<file path="src/verilog/flash_host_pkg.sv">
package flash_host_pkg;

  // flash bus geometry
  localparam int ADDR_W = 23;
  localparam int DATA_W = 16;
  localparam int BUF_DEPTH = 128;
  localparam int IDX_W = 7;
  localparam logic [7:0] BUF_LAST = 8'h7F;

  // apb register offsets
  localparam logic [7:0] REG_CTRL = 8'h00;
  localparam logic [7:0] REG_ADDR = 8'h04;
  localparam logic [7:0] REG_COUNT = 8'h08;
  localparam logic [7:0] REG_DATA = 8'h0C;
  localparam logic [7:0] REG_STATUS = 8'h10;

  // control fields
  localparam int CTRL_OP_LSB = 0;
  localparam int CTRL_ACCEL_BIT = 8;
  localparam int CTRL_HWRST_BIT = 9;

  // status fields
  localparam int ST_BUSY_BIT = 0;
  localparam int ST_DONE_BIT = 1;
  localparam int ST_ABORT_BIT = 2;
  localparam int ST_FAIL_BIT = 3;
  localparam int ST_SUSP_BIT = 4;
  localparam int ST_PARAM_BIT = 5;
  localparam int ST_BYPASS_BIT = 6;
  localparam int ST_RDATA_LSB = 16;

  // bits of a status read from the flash
  localparam int DATA_POLL_BIT = 7;
  localparam int TOGGLE_STATUS_BIT = 6;
  localparam int EXCEEDED_LIMIT_BIT = 5;
  localparam int BUFFER_ABORT_BIT = 1;

  // software operations written to the control register
  typedef enum logic [2:0] {
    OP_NONE = 3'h0,
    OP_BUF_PROG = 3'h1,
    OP_ABORT_RST = 3'h2,
    OP_RESET = 3'h3,
    OP_SUSPEND = 3'h4,
    OP_RESUME = 3'h5,
    OP_BYP_ENTER = 3'h6,
    OP_BYP_EXIT = 3'h7
  } op_type;

  // command cycles
  localparam logic [ADDR_W-1:0] UNLOCK_A1 = 23'h000555;
  localparam logic [ADDR_W-1:0] UNLOCK_A2 = 23'h0002AA;
  localparam logic [DATA_W-1:0] UNLOCK_D1 = 16'h00AA;
  localparam logic [DATA_W-1:0] UNLOCK_D2 = 16'h0055;
  localparam logic [DATA_W-1:0] CMD_BUF_LOAD = 16'h0025;
  localparam logic [DATA_W-1:0] CMD_BUF_CONFIRM = 16'h0029;
  localparam logic [DATA_W-1:0] CMD_RESET = 16'h00F0;
  localparam logic [DATA_W-1:0] CMD_BYPASS = 16'h0020;
  localparam logic [DATA_W-1:0] CMD_BYP_EXIT1 = 16'h0090;
  localparam logic [DATA_W-1:0] CMD_BYP_EXIT2 = 16'h0000;
  localparam logic [DATA_W-1:0] CMD_PROG_SUSP = 16'h0051;
  localparam logic [DATA_W-1:0] CMD_PROG_RES = 16'h0050;

  // bus cycle timing
  localparam int CLK_MHZ = 200;
  localparam int T_WE_LOW_NS = 35;
  localparam int T_RECOVER_NS = 20;
  localparam int T_ACCESS_NS = 70;
  localparam logic [4:0] WE_LOW_CYC = 5'((T_WE_LOW_NS * CLK_MHZ + 999) / 1000);
  localparam logic [4:0] RECOVER_CYC = 5'((T_RECOVER_NS * CLK_MHZ + 999) / 1000);
  localparam logic [4:0] ACCESS_CYC = 5'((T_ACCESS_NS * CLK_MHZ + 999) / 1000);

  typedef struct packed {
    logic wr;
    logic [ADDR_W-1:0] addr;
    logic [DATA_W-1:0] data;
  } bus_cyc_type;

  typedef struct packed {
    logic ce_n;
    logic oe_n;
    logic we_n;
    logic dq_oe_n;
    logic [ADDR_W-1:0] addr;
    logic [DATA_W-1:0] dq_out;
  } flash_pins_type;

  localparam flash_pins_type PINS_IDLE = '{1'b1, 1'b1, 1'b1, 1'b1, 23'h000000, 16'h0000};
  localparam logic [31:0] CTRL_RST_VAL = 32'h00000000;

endpackage

</file>
<file path="src/verilog/flash_bus_cycle.sv">
`timescale 1ns/10ps
module flash_bus_cycle (
  // clock and reset
  input wire logic clk,
  input wire logic rst,
  input wire logic en,
  // cycle request
  input wire logic req,
  input wire flash_host_pkg::bus_cyc_type cyc,
  output logic done,
  output logic [15:0] rdata,
  // flash pins
  input wire logic [15:0] dq_in,
  output flash_host_pkg::flash_pins_type pins
);
  import flash_host_pkg::*;

  typedef enum logic [1:0] {B_IDLE, B_STROBE, B_RECOVER, B_DONE} bus_state_type;

  bus_state_type state_ff, nxt_state;
  flash_pins_type pins_ff, nxt_pins;
  logic wr_ff, nxt_wr;
  logic [4:0] cnt_ff, nxt_cnt;
  logic [15:0] rdata_ff, nxt_rdata;

  always_comb begin
    nxt_state = state_ff;
    nxt_pins = pins_ff;
    nxt_wr = wr_ff;
    nxt_cnt = cnt_ff;
    nxt_rdata = rdata_ff;
    unique case (state_ff)
      B_IDLE: begin
        if (req) begin
          nxt_wr = cyc.wr;
          nxt_pins.addr = cyc.addr;
          nxt_pins.dq_out = cyc.data;
          nxt_pins.dq_oe_n = !cyc.wr;
          nxt_pins.ce_n = 1'b0;
          nxt_pins.we_n = !cyc.wr;
          nxt_pins.oe_n = cyc.wr;
          nxt_cnt = cyc.wr ? WE_LOW_CYC - 5'h01 : ACCESS_CYC - 5'h01;
          nxt_state = B_STROBE;
        end
      end
      B_STROBE: begin
        if (cnt_ff == 5'h00) begin
          if (!wr_ff) begin
            nxt_rdata = dq_in;
          end
          nxt_pins.ce_n = 1'b1;
          nxt_pins.we_n = 1'b1;
          nxt_pins.oe_n = 1'b1;
          nxt_cnt = RECOVER_CYC - 5'h01;
          nxt_state = B_RECOVER;
        end else begin
          nxt_cnt = cnt_ff - 5'h01;
        end
      end
      B_RECOVER: begin
        // data held past the rising strobe for hold time
        if (cnt_ff == 5'h00) begin
          nxt_pins.dq_oe_n = 1'b1;
          nxt_state = B_DONE;
        end else begin
          nxt_cnt = cnt_ff - 5'h01;
        end
      end
      B_DONE: nxt_state = B_IDLE;
    endcase
  end

  always_ff @(posedge clk) begin
    if (rst) begin
      state_ff <= B_IDLE;
      pins_ff <= PINS_IDLE;
      wr_ff <= 1'b0;
      cnt_ff <= 5'h00;
      rdata_ff <= 16'h0000;
    end else if (en) begin
      state_ff <= nxt_state;
      pins_ff <= nxt_pins;
      wr_ff <= nxt_wr;
      cnt_ff <= nxt_cnt;
      rdata_ff <= nxt_rdata;
    end
  end

  assign done = (state_ff == B_DONE);
  assign rdata = rdata_ff;
  assign pins = pins_ff;
endmodule

</file>
<file path="src/verilog/flash_buf_host.sv">
// Decided for this implementation: the APB register port and the register addresses.
`timescale 1ns/10ps
// Function
// RULE_01: load at most 128 words per program
// RULE_02: two unlock cycles, then buffer-load command
// RULE_03: fourth cycle carries word count minus one
// RULE_04: count above buffer size aborts
// RULE_05: all loads stay in one 128-word page
// RULE_06: loads may come in any order
// RULE_07: out-of-page or other-sector write aborts
// RULE_08: counter decrements on every data load
// RULE_09: last load of a location wins
// RULE_10: confirm command at sector after loads
// RULE_11: poll status at last loaded address
// RULE_12: abort shows abort bit, inverted poll
// RULE_13: abort needs buffer-abort reset sequence
// RULE_14: failure needs reset; abort needs abort-reset
// RULE_15: reread poll bit after failure indication
// RULE_16: buffered program can suspend and resume
// RULE_17: no id or query access while programming
// RULE_18: same range may be reprogrammed without erase
// RULE_19: programming never turns zero to one
// RULE_20: high voltage pin enters unlock bypass
// RULE_21: abort reset in bypass uses three cycles
// RULE_22: unlock sectors before raising accel pin
// RULE_23: bypass entry is unlock pair plus 20h
// RULE_24: commands ignored while programming; reset terminates
module flash_buf_host (
  // clock and reset
  input wire logic clk,
  input wire logic rst,
  input wire logic en,
  // apb slave
  input wire logic psel,
  input wire logic penable,
  input wire logic pwrite,
  input wire logic [7:0] paddr,
  input wire logic [31:0] pwdata,
  output logic [31:0] prdata,
  output logic pready,
  output logic pslverr,
  // flash pins
  input wire logic [15:0] flash_dq_in,
  output flash_host_pkg::flash_pins_type flash_pins,
  output logic flash_rst_n,
  output logic protect_accel_pin_hv
);
  import flash_host_pkg::*;

  typedef enum logic [4:0] {
    ST_IDLE, ST_UNLK1, ST_UNLK2, ST_LOADCMD, ST_BYPCMD, ST_COUNT, ST_DATA, ST_CONFIRM,
    ST_POLL, ST_RECHECK, ST_SUSP, ST_HELD, ST_RESUME, ST_ARST1, ST_ARST2, ST_ARST3,
    ST_RESET, ST_BYPX1, ST_BYPX2
  } seq_state_type;

  // register group
  logic [ADDR_W-1:0] addr_ff, nxt_addr;
  logic [7:0] count_ff, nxt_count;
  logic [7:0] wptr_ff, nxt_wptr;
  logic accel_ff, nxt_accel;
  logic hwrst_ff, nxt_hwrst;
  logic [31:0] prdata_ff, nxt_prdata;
  logic [DATA_W-1:0] buf_ff [BUF_DEPTH];
  logic [DATA_W-1:0] nxt_buf [BUF_DEPTH];

  // sequencer group
  seq_state_type state_ff, nxt_state;
  op_type op_ff, nxt_op;
  logic [IDX_W-1:0] idx_ff, nxt_idx;
  logic done_ff, nxt_done;
  logic abort_ff, nxt_abort;
  logic fail_ff, nxt_fail;
  logic param_ff, nxt_param;
  logic susp_ff, nxt_susp;
  logic susp_req_ff, nxt_susp_req;
  logic saw_abort_ff, nxt_saw_abort;
  logic bypass_ff, nxt_bypass;

  logic wr_take, rd_setup, mapped, busy, go;
  op_type op_req;
  logic [31:0] status_word;
  logic [7:0] page_end;
  logic [ADDR_W-1:0] last_addr;
  logic exp_poll;
  bus_cyc_type cyc;
  logic cyc_req, cyc_done;
  logic [15:0] cyc_rdata;

  assign wr_take = psel && penable && pwrite;
  assign rd_setup = psel && !penable && !pwrite;
  assign mapped = (paddr == REG_CTRL) || (paddr == REG_ADDR) || (paddr == REG_COUNT) ||
                  (paddr == REG_DATA) || (paddr == REG_STATUS);
  assign pready = 1'b1;
  assign pslverr = psel && penable && !mapped;
  assign busy = (state_ff != ST_IDLE);
  assign go = wr_take && (paddr == REG_CTRL);
  assign op_req = op_type'(pwdata[CTRL_OP_LSB +: 3]);
  assign page_end = {1'b0, addr_ff[IDX_W-1:0]} + count_ff;
  assign last_addr = {addr_ff[ADDR_W-1:IDX_W], page_end[IDX_W-1:0]};
  // poll bit expected from the last loaded word, the one programmed there
  assign exp_poll = buf_ff[count_ff[IDX_W-1:0]][DATA_POLL_BIT]; // [RULE_09]

  always_comb begin
    status_word = 32'h00000000;
    status_word[ST_BUSY_BIT] = busy;
    status_word[ST_DONE_BIT] = done_ff;
    status_word[ST_ABORT_BIT] = abort_ff;
    status_word[ST_FAIL_BIT] = fail_ff;
    status_word[ST_SUSP_BIT] = susp_ff;
    status_word[ST_PARAM_BIT] = param_ff;
    status_word[ST_BYPASS_BIT] = bypass_ff;
    status_word[ST_RDATA_LSB +: 16] = cyc_rdata;
  end

  always_comb begin
    nxt_addr = addr_ff;
    nxt_count = count_ff;
    nxt_wptr = wptr_ff;
    nxt_accel = accel_ff;
    nxt_hwrst = hwrst_ff;
    nxt_prdata = prdata_ff;
    nxt_buf = buf_ff;
    if (wr_take) begin
      unique case (paddr)
        REG_CTRL: begin
          nxt_accel = pwdata[CTRL_ACCEL_BIT];
          nxt_hwrst = pwdata[CTRL_HWRST_BIT];
        end
        REG_ADDR: begin
          nxt_addr = pwdata[ADDR_W-1:0];
          nxt_wptr = 8'h00;
        end
        REG_COUNT: nxt_count = pwdata[7:0];
        REG_DATA: begin
          // buffer frozen while a program may still read it
          if (!busy && wptr_ff <= BUF_LAST) begin
            nxt_buf[wptr_ff[IDX_W-1:0]] = pwdata[DATA_W-1:0];
            nxt_wptr = wptr_ff + 8'h01;
          end
        end
        default: ;
      endcase
    end
    if (rd_setup) begin
      unique case (paddr)
        REG_CTRL: nxt_prdata = {22'h000000, hwrst_ff, accel_ff, 5'h00, op_ff};
        REG_ADDR: nxt_prdata = {9'h000, addr_ff};
        REG_COUNT: nxt_prdata = {24'h000000, count_ff};
        REG_DATA: nxt_prdata = {24'h000000, wptr_ff};
        REG_STATUS: nxt_prdata = status_word;
        default: nxt_prdata = 32'h00000000;
      endcase
    end
  end

  // command cycle for the current step
  always_comb begin
    cyc = '{wr: 1'b1, addr: addr_ff, data: 16'h0000};
    cyc_req = 1'b1;
    unique case (state_ff)
      ST_IDLE, ST_HELD: cyc_req = 1'b0;
      ST_UNLK1, ST_ARST1: cyc = '{1'b1, UNLOCK_A1, UNLOCK_D1}; // [RULE_02] [RULE_21]
      ST_UNLK2, ST_ARST2: cyc = '{1'b1, UNLOCK_A2, UNLOCK_D2};
      ST_ARST3: cyc = '{1'b1, UNLOCK_A1, CMD_RESET}; // [RULE_13]
      ST_BYPCMD: cyc = '{1'b1, UNLOCK_A1, CMD_BYPASS}; // [RULE_23]
      ST_LOADCMD: cyc.data = CMD_BUF_LOAD; // [RULE_02]
      ST_COUNT: cyc.data = {8'h00, count_ff}; // [RULE_03]
      ST_DATA: begin
        // loads walk the page in order; the device accepts any order
        cyc.addr = {addr_ff[ADDR_W-1:IDX_W], IDX_W'(addr_ff[IDX_W-1:0] + idx_ff)}; // [RULE_05]
        cyc.data = buf_ff[idx_ff]; // [RULE_06]
      end
      ST_CONFIRM: cyc.data = CMD_BUF_CONFIRM; // [RULE_10]
      ST_POLL, ST_RECHECK: cyc = '{1'b0, last_addr, 16'h0000}; // [RULE_11]
      ST_SUSP: cyc.data = CMD_PROG_SUSP; // [RULE_16]
      ST_RESUME: cyc.data = CMD_PROG_RES;
      ST_RESET: cyc.data = CMD_RESET; // [RULE_14]
      ST_BYPX1: cyc.data = CMD_BYP_EXIT1;
      ST_BYPX2: cyc.data = CMD_BYP_EXIT2;
    endcase
  end

  always_comb begin
    nxt_state = state_ff;
    nxt_op = op_ff;
    nxt_idx = idx_ff;
    nxt_done = done_ff;
    nxt_abort = abort_ff;
    nxt_fail = fail_ff;
    nxt_param = param_ff;
    nxt_susp = susp_ff;
    nxt_susp_req = susp_req_ff;
    nxt_saw_abort = saw_abort_ff;
    nxt_bypass = bypass_ff;
    // write-one-to-clear first, so a same-cycle set below wins
    if (wr_take && paddr == REG_STATUS) begin
      nxt_done = done_ff && !pwdata[ST_DONE_BIT];
      nxt_abort = abort_ff && !pwdata[ST_ABORT_BIT];
      nxt_fail = fail_ff && !pwdata[ST_FAIL_BIT];
      nxt_param = param_ff && !pwdata[ST_PARAM_BIT];
    end
    if (go && op_req == OP_SUSPEND && state_ff == ST_POLL) begin
      nxt_susp_req = 1'b1;
    end
    unique case (state_ff)
      ST_IDLE: begin
        // other operations are ignored unless idle, so nothing lands mid-program
        if (go) begin // [RULE_24] [RULE_17]
          nxt_op = op_req;
          nxt_idx = '0;
          unique case (op_req)
            OP_BUF_PROG: begin
              // never send a count the buffer or the page cannot hold
              if (count_ff > BUF_LAST || page_end > BUF_LAST) begin // [RULE_01] [RULE_04] [RULE_07]
                nxt_param = 1'b1;
              end else begin
                nxt_state = (bypass_ff || accel_ff) ? ST_LOADCMD : ST_UNLK1; // [RULE_20]
              end
            end
            OP_ABORT_RST: nxt_state = ST_ARST1;
            OP_RESET: nxt_state = ST_RESET;
            OP_BYP_ENTER: nxt_state = ST_UNLK1; // [RULE_23]
            OP_BYP_EXIT: nxt_state = ST_BYPX1;
            default: ;
          endcase
        end
      end
      ST_HELD: begin
        if (go && op_req == OP_RESUME) begin
          nxt_state = ST_RESUME; // [RULE_16]
        end
      end
      default: begin
        if (cyc_done) begin
          unique case (state_ff)
            ST_UNLK1: nxt_state = ST_UNLK2;
            ST_UNLK2: nxt_state = (op_ff == OP_BYP_ENTER) ? ST_BYPCMD : ST_LOADCMD;
            ST_BYPCMD: begin
              nxt_bypass = 1'b1;
              nxt_state = ST_IDLE;
            end
            ST_LOADCMD: nxt_state = ST_COUNT;
            ST_COUNT: nxt_state = ST_DATA;
            ST_DATA: begin
              // one load per counted location, the count value itself is the last index
              if ({1'b0, idx_ff} == count_ff) begin // [RULE_08]
                nxt_state = ST_CONFIRM;
              end else begin
                nxt_idx = idx_ff + 7'h01;
              end
            end
            ST_CONFIRM: nxt_state = ST_POLL;
            ST_POLL: begin
              if (cyc_rdata[DATA_POLL_BIT] == exp_poll) begin
                nxt_done = 1'b1; // [RULE_18] [RULE_19]
                nxt_state = ST_IDLE;
              end else if (cyc_rdata[EXCEEDED_LIMIT_BIT] || cyc_rdata[BUFFER_ABORT_BIT]) begin
                nxt_saw_abort = cyc_rdata[BUFFER_ABORT_BIT]; // [RULE_12]
                nxt_state = ST_RECHECK; // [RULE_15]
              end else if (susp_req_ff) begin
                nxt_susp_req = 1'b0;
                nxt_state = ST_SUSP;
              end
            end
            ST_RECHECK: begin
              if (cyc_rdata[DATA_POLL_BIT] == exp_poll) begin
                nxt_done = 1'b1;
                nxt_state = ST_IDLE;
              end else if (saw_abort_ff) begin
                nxt_abort = 1'b1;
                nxt_state = ST_ARST1; // [RULE_13] [RULE_14]
              end else begin
                nxt_fail = 1'b1;
                nxt_state = ST_RESET; // [RULE_14]
              end
            end
            ST_SUSP: begin
              nxt_susp = 1'b1;
              nxt_state = ST_HELD;
            end
            ST_RESUME: begin
              nxt_susp = 1'b0;
              nxt_state = ST_POLL;
            end
            ST_ARST1: nxt_state = ST_ARST2;
            ST_ARST2: nxt_state = ST_ARST3;
            ST_BYPX1: nxt_state = ST_BYPX2;
            ST_BYPX2: begin
              nxt_bypass = 1'b0;
              nxt_state = ST_IDLE;
            end
            default: nxt_state = ST_IDLE;
          endcase
        end
      end
    endcase
    // hardware reset pin ends any operation and the bypass mode
    if (hwrst_ff) begin // [RULE_24]
      nxt_state = ST_IDLE;
      nxt_susp = 1'b0;
      nxt_susp_req = 1'b0;
      nxt_bypass = 1'b0;
    end
  end

  always_ff @(posedge clk) begin
    if (rst) begin
      addr_ff <= 23'h000000;
      count_ff <= 8'h00;
      wptr_ff <= 8'h00;
      accel_ff <= CTRL_RST_VAL[CTRL_ACCEL_BIT];
      hwrst_ff <= CTRL_RST_VAL[CTRL_HWRST_BIT];
      prdata_ff <= 32'h00000000;
      state_ff <= ST_IDLE;
      op_ff <= OP_NONE;
      idx_ff <= '0;
      done_ff <= 1'b0;
      abort_ff <= 1'b0;
      fail_ff <= 1'b0;
      param_ff <= 1'b0;
      susp_ff <= 1'b0;
      susp_req_ff <= 1'b0;
      saw_abort_ff <= 1'b0;
      bypass_ff <= 1'b0;
    end else if (en) begin
      addr_ff <= nxt_addr;
      count_ff <= nxt_count;
      wptr_ff <= nxt_wptr;
      accel_ff <= nxt_accel;
      hwrst_ff <= nxt_hwrst;
      prdata_ff <= nxt_prdata;
      state_ff <= nxt_state;
      op_ff <= nxt_op;
      idx_ff <= nxt_idx;
      done_ff <= nxt_done;
      abort_ff <= nxt_abort;
      fail_ff <= nxt_fail;
      param_ff <= nxt_param;
      susp_ff <= nxt_susp;
      susp_req_ff <= nxt_susp_req;
      saw_abort_ff <= nxt_saw_abort;
      bypass_ff <= nxt_bypass;
    end
  end

  // buffer storage, no reset: words 0 to count are sent whether loaded or not
  always_ff @(posedge clk) begin
    if (en) begin
      buf_ff <= nxt_buf;
    end
  end

  flash_bus_cycle u_cycle (
    .clk(clk),
    .rst(rst || hwrst_ff),
    .en(en),
    .req(cyc_req && !hwrst_ff),
    .cyc(cyc),
    .done(cyc_done),
    .rdata(cyc_rdata),
    .dq_in(flash_dq_in),
    .pins(flash_pins)
  );

  assign prdata = prdata_ff;
  assign flash_rst_n = !hwrst_ff;
  // software raises this only after the target sectors are unlocked
  assign protect_accel_pin_hv = accel_ff; // [RULE_22]
endmodule

</file>
<file path="config.mk">
export PLATFORM = sky130hd
export DESIGN_NAME = flash_buf_host
export DESIGN_NICKNAME = d
export VERILOG_FILES = /design/src/verilog/flash_host_pkg.sv /design/src/verilog/flash_bus_cycle.sv /design/src/verilog/flash_buf_host.sv
export SDC_FILE = /design/constraint.sdc
export NUM_CORES = 2
export LEC_CHECK = 0
export BUFFER_PORTS_ARGS = -buffer_cell sky130_fd_sc_hd__buf_2
export CAP_MARGIN = 20
export CORE_MARGIN = 10
export CORE_UTILIZATION = 25
export DETAILED_ROUTE_END_ITERATION = 7
export SLEW_MARGIN = 20
export SYNTH_ARGS = -nofsm -noshare
export SYNTH_HDL_FRONTEND = slang
export SYNTH_SLANG_ARGS = --single-unit
</file>
<file path="constraint.sdc">
create_clock -name clk -period 3.1 [get_ports clk]
set_input_delay 0.155 -clock clk [delete_from_list [all_inputs] [get_ports clk]]
set_output_delay 0.155 -clock clk [all_outputs]
set_load 0.1 [all_outputs]
</file>
==> results.md <==
* RSZ-0062 raised after global routing: yes
* Overall die height at 611 µm
* Final setup fails at 3
* Clock sink total at 2,211
* Critical path start-end classification: reg2reg
* Depth of the most critical reg-to-reg path at 8
* Most frequent cells in the layout: 2,048 x edfxtp_1, 702 x mux4_2, 256 x buf_4, 224 x clkbuf_16, 209 x nor2_1
* Power, Total at 61.4 mW
* Pin count of the biggest net entering global routing at 103
* Max Fclk at 0.322 GHz
* Instance count along the most critical hold path at 4
* Area grow syn2layout at 22.1%
* Number of register bits inferred by synthesis at 2,211
* Placed Instances at 9,049
* Launch point of the worst reg-to-reg path: idx_ff[0]
* Worst VDD drop at 519 µV
* First-pass GRT wire length at 343,000 µm
* Root Buffer Master: clkbuf_16
* Final Instance Count excl. Fillers at 9,571
* Overall routing resource usage at 0.125
* Top Ports at 141
* Worst stage delay on the critical path at 0.61 ns
* Dominant combinational cell family by area after synthesis: multiplexers
* Row count at 216
* Startpoint type of the worst setup path: flop
* Pre-CTS WS at -0.223 ns
* Routability congestion estimate at 0.849
* Number of levels the H-tree was split into at 4
* Worst reg2reg endpoint: u_cycle.pins[6]
* DR iter-0 viols at between 6k and 7k
* Congestion Overflow GR at 0
* Proportion of synthesized area in mux cells at 0.186
* Start point of the worst min-delay path: flash_dq_in[14]
* Crit path setup slack, layout at -0.00511 ns
* Min Tclk post-route at 3.11 ns
* Violations in the final reports: negative setup slack
* Req. time, crit path at approximately 3.8 ns
* Min Hold Slack at 0.0875 ns
* Simple-gate portion of the synthesized area at 0.0306
* Power density over cell area at 576 mW/mm²
* Placed cell area at 0.0982 mm²
* Post-Syn Instances at 4,188
* Die X at between 600 and 700 µm
* Synth async-reset ratio at 0
* Count of final max-slew check failures at 0
* Arithmetic-cell share of the synthesized area counting full adders, half adders and majority gates at 0.00332
* End point of the worst hold path: u_cycle.rdata[14]
* Most prevalent standard cell on the critical path: mux4_2
* Die Outline Area at 0.373 mm²
* Largest buffer count on any clock path at 3
* Antenna violations before repair at 28
* Drc violations at 0
* Endpoints failing hold at 0
* Hpwl dp at 149,000 µm
* Avg WL per Cell at 25.1 µm
* Synthesized net count at 4,272
* Number of warnings reported in the yosys synthesis log at 0
* Count of buffering cells on the critical path with inverters included at 3
* Setup TNS Final at -0.0129 ns
* Outcome: finished, violations left
* Slack of the worst reg-to-reg path at -0.005 ns
* End-of-flow core utilization at 0.307
* Distinct cells, synth at 78
* Final Instance Area at about 0.11 mm²
* Drt pass-1 iters at 6
* Slowest cell on crit path: mux4_2
* Clock buffers created by TritonCTS at ~220
* Register area share after synthesis at 0.742
* Crit share post-route at 1.00
* Total leakage power at around 32 nW
* Data arrival time of the critical path at approximately 3.8 ns
* Hold Crit Class: in2reg
* Clock tree skew after final layout at 0.0664 ns
* Routed Wire Length at ~240,000 µm
* Number of enable flip-flop cells after synthesis at 2,048
* Vias post-DR at approximately 46k
* Synth Area in XOR/XNOR at 0.00271
* Cell type group with the largest total delay on the critical path: multiplexers
* Fillcell total at about 33k
* Leading cell type in the layout, fill and taps excluded: edfxtp_1
* Per-instance average area after synthesis at 20.8 µm²
* Clk pin slew, worst setup/hold paths at ~0.060 ns
* Worst slew margin relative to its limit at 0.326
* Port buffer count at 130
* List of cells traversed by the critical path: buf_12, buf_16, buf_4, mux4_2, mux4_2, mux4_2, a22oi_2, a221oi_1
* Area of the placeable core at 0.347 mm²
* Vias in the first global route at 45.9k
* Effective utilization at floorplan at 0.252
* Vias per inst at between 4 and 5
* Antenna-violating nets left at 0
* Source of the critical timing path: idx_ff[0]
* Post-synth design cell area at roughly 0.087 mm²
* Source-to-sink clock delay at the later pin of the worst-skew pair at 0.89 ns
* Transition time of the tightest slew-check pin at 1.01 ns
* Maximum fanout along the worst path at 16
* Flip-flop cell with the highest count after synthesis: edfxtp_1
* Compound-gate portion of the synthesized area at 0.0225
* Max-cap violations at 0
* Number of nets in the layout at 4,893
* Ratio of cells with drive above 1 in the final layout at 0.339
* Crit. End Element: flop
* TritonCTS clock tree: yes
## logic make-up after synthesis
group	after synthesis
AO/OA/AOI/OAI	309
XOR/XNOR	27
adder cells (fa/ha/maj)	22
buffers and inverters	270
flip-flops	2211
multiplexers	743
other	1
AND/OR/NAND/NOR	605
## metal layers
layer | global-route usage | routed length (µm) | vias to the layer above
li1 | - | - | 18754
met2 | 0.199 | 113000 | 2082
met4 | 0.0391 | 7520 | 4
met3 | 0.0236 | 20500 | 358
met5 | 0 | 27 | -
met1 | 0.172 | 99700 | 24555
## timing repair
| action | 4_1_cts | 5_1_grt |
|---|---|---|
| endpoints found under the setup margin | 8 | 41 |
| endpoints found under the hold margin | 777 | 100 |
| hold buffers | 60 | 1 |
| gates resized for setup | 38 | 27 |
| cloned | 8 | 5 |
| setup buffers | 21 | 25 |
| pin swaps | 10 | 8 |
## sequential cells by signal, summed over array words and instances, names as in the netlist, 2 cells and up
signal            count
idx_ff                7
wptr_ff               8
u_cycle.pins         43
count_ff              8
u_cycle.rdata        16
addr_ff              23
buf_ff             2048
state_ff              5
u_cycle.cnt_ff        5
u_cycle.state_ff      2
prdata               32
op_ff                 3
## synth_stat cells, drive strengths merged (15+ instances only)
cell       n  area share
edfxtp  2048        0.70
mux4     702        0.18
nor2     249       0.011
nand2    190      0.0082
dfxtp    163       0.037
clkbuf   159      0.0068
a21oi    103      0.0059
buf       92      0.0054
o21ai     55      0.0032
nand3     47      0.0027
mux2i     36      0.0041
a22oi     32      0.0028
nor3      29      0.0018
ha        20      0.0029
a221oi    19      0.0019
inv       18     0.00077
a31oi     17      0.0012
xnor2     17      0.0017
nand2b    15      0.0011
nor2b     15      0.0011
## final cells by class
type | count | area (µm²) | share of cell area
timing repair buffer | 653 | 7580 | 0.0711
antenna | 4 | 10.0 | 0.0000939
multi-input combinational | 1707 | 21600 | 0.203
clock buffer | 275 | 5780 | 0.0542
tap | 4578 | 5730 | 0.0537
inverter | 19 | 71.3 | 0.000669
sequential | 2211 | 64800 | 0.608
clock inverter | 124 | 1060 | 0.00992
## worst max-delay path by stage
stage	slack, ns	to	cells after the start
detailed placement	-0.22	u_cycle.pins[4]	8
floorplan	-0.13	buf_ff[0]	8
CTS	-0.01	u_cycle.pins[4]	9
finish	-0.005	u_cycle.pins[6]	8
global route	-0.07	u_cycle.pins[0]	8
global placement	-0.20	u_cycle.pins[4]	8
## power breakdown
part / internal [mW] / switching (mW)
Sequential: 32.7 / 0.112
Combinational: 0.791 / 2.41
Clock: 14.1 / 11.3
## worst reg2reg max path: cells and delay by family (launching register included)
| family | cells | cell delay, ns |
|---|---|---|
| mux | 3 | 1.69 |
| buf+inv | 3 | 0.56 |
| flops | 1 | 0.45 |
| compound gates | 2 | 0.28 |
Note: power is estimated with default switching activity, not from simulation.
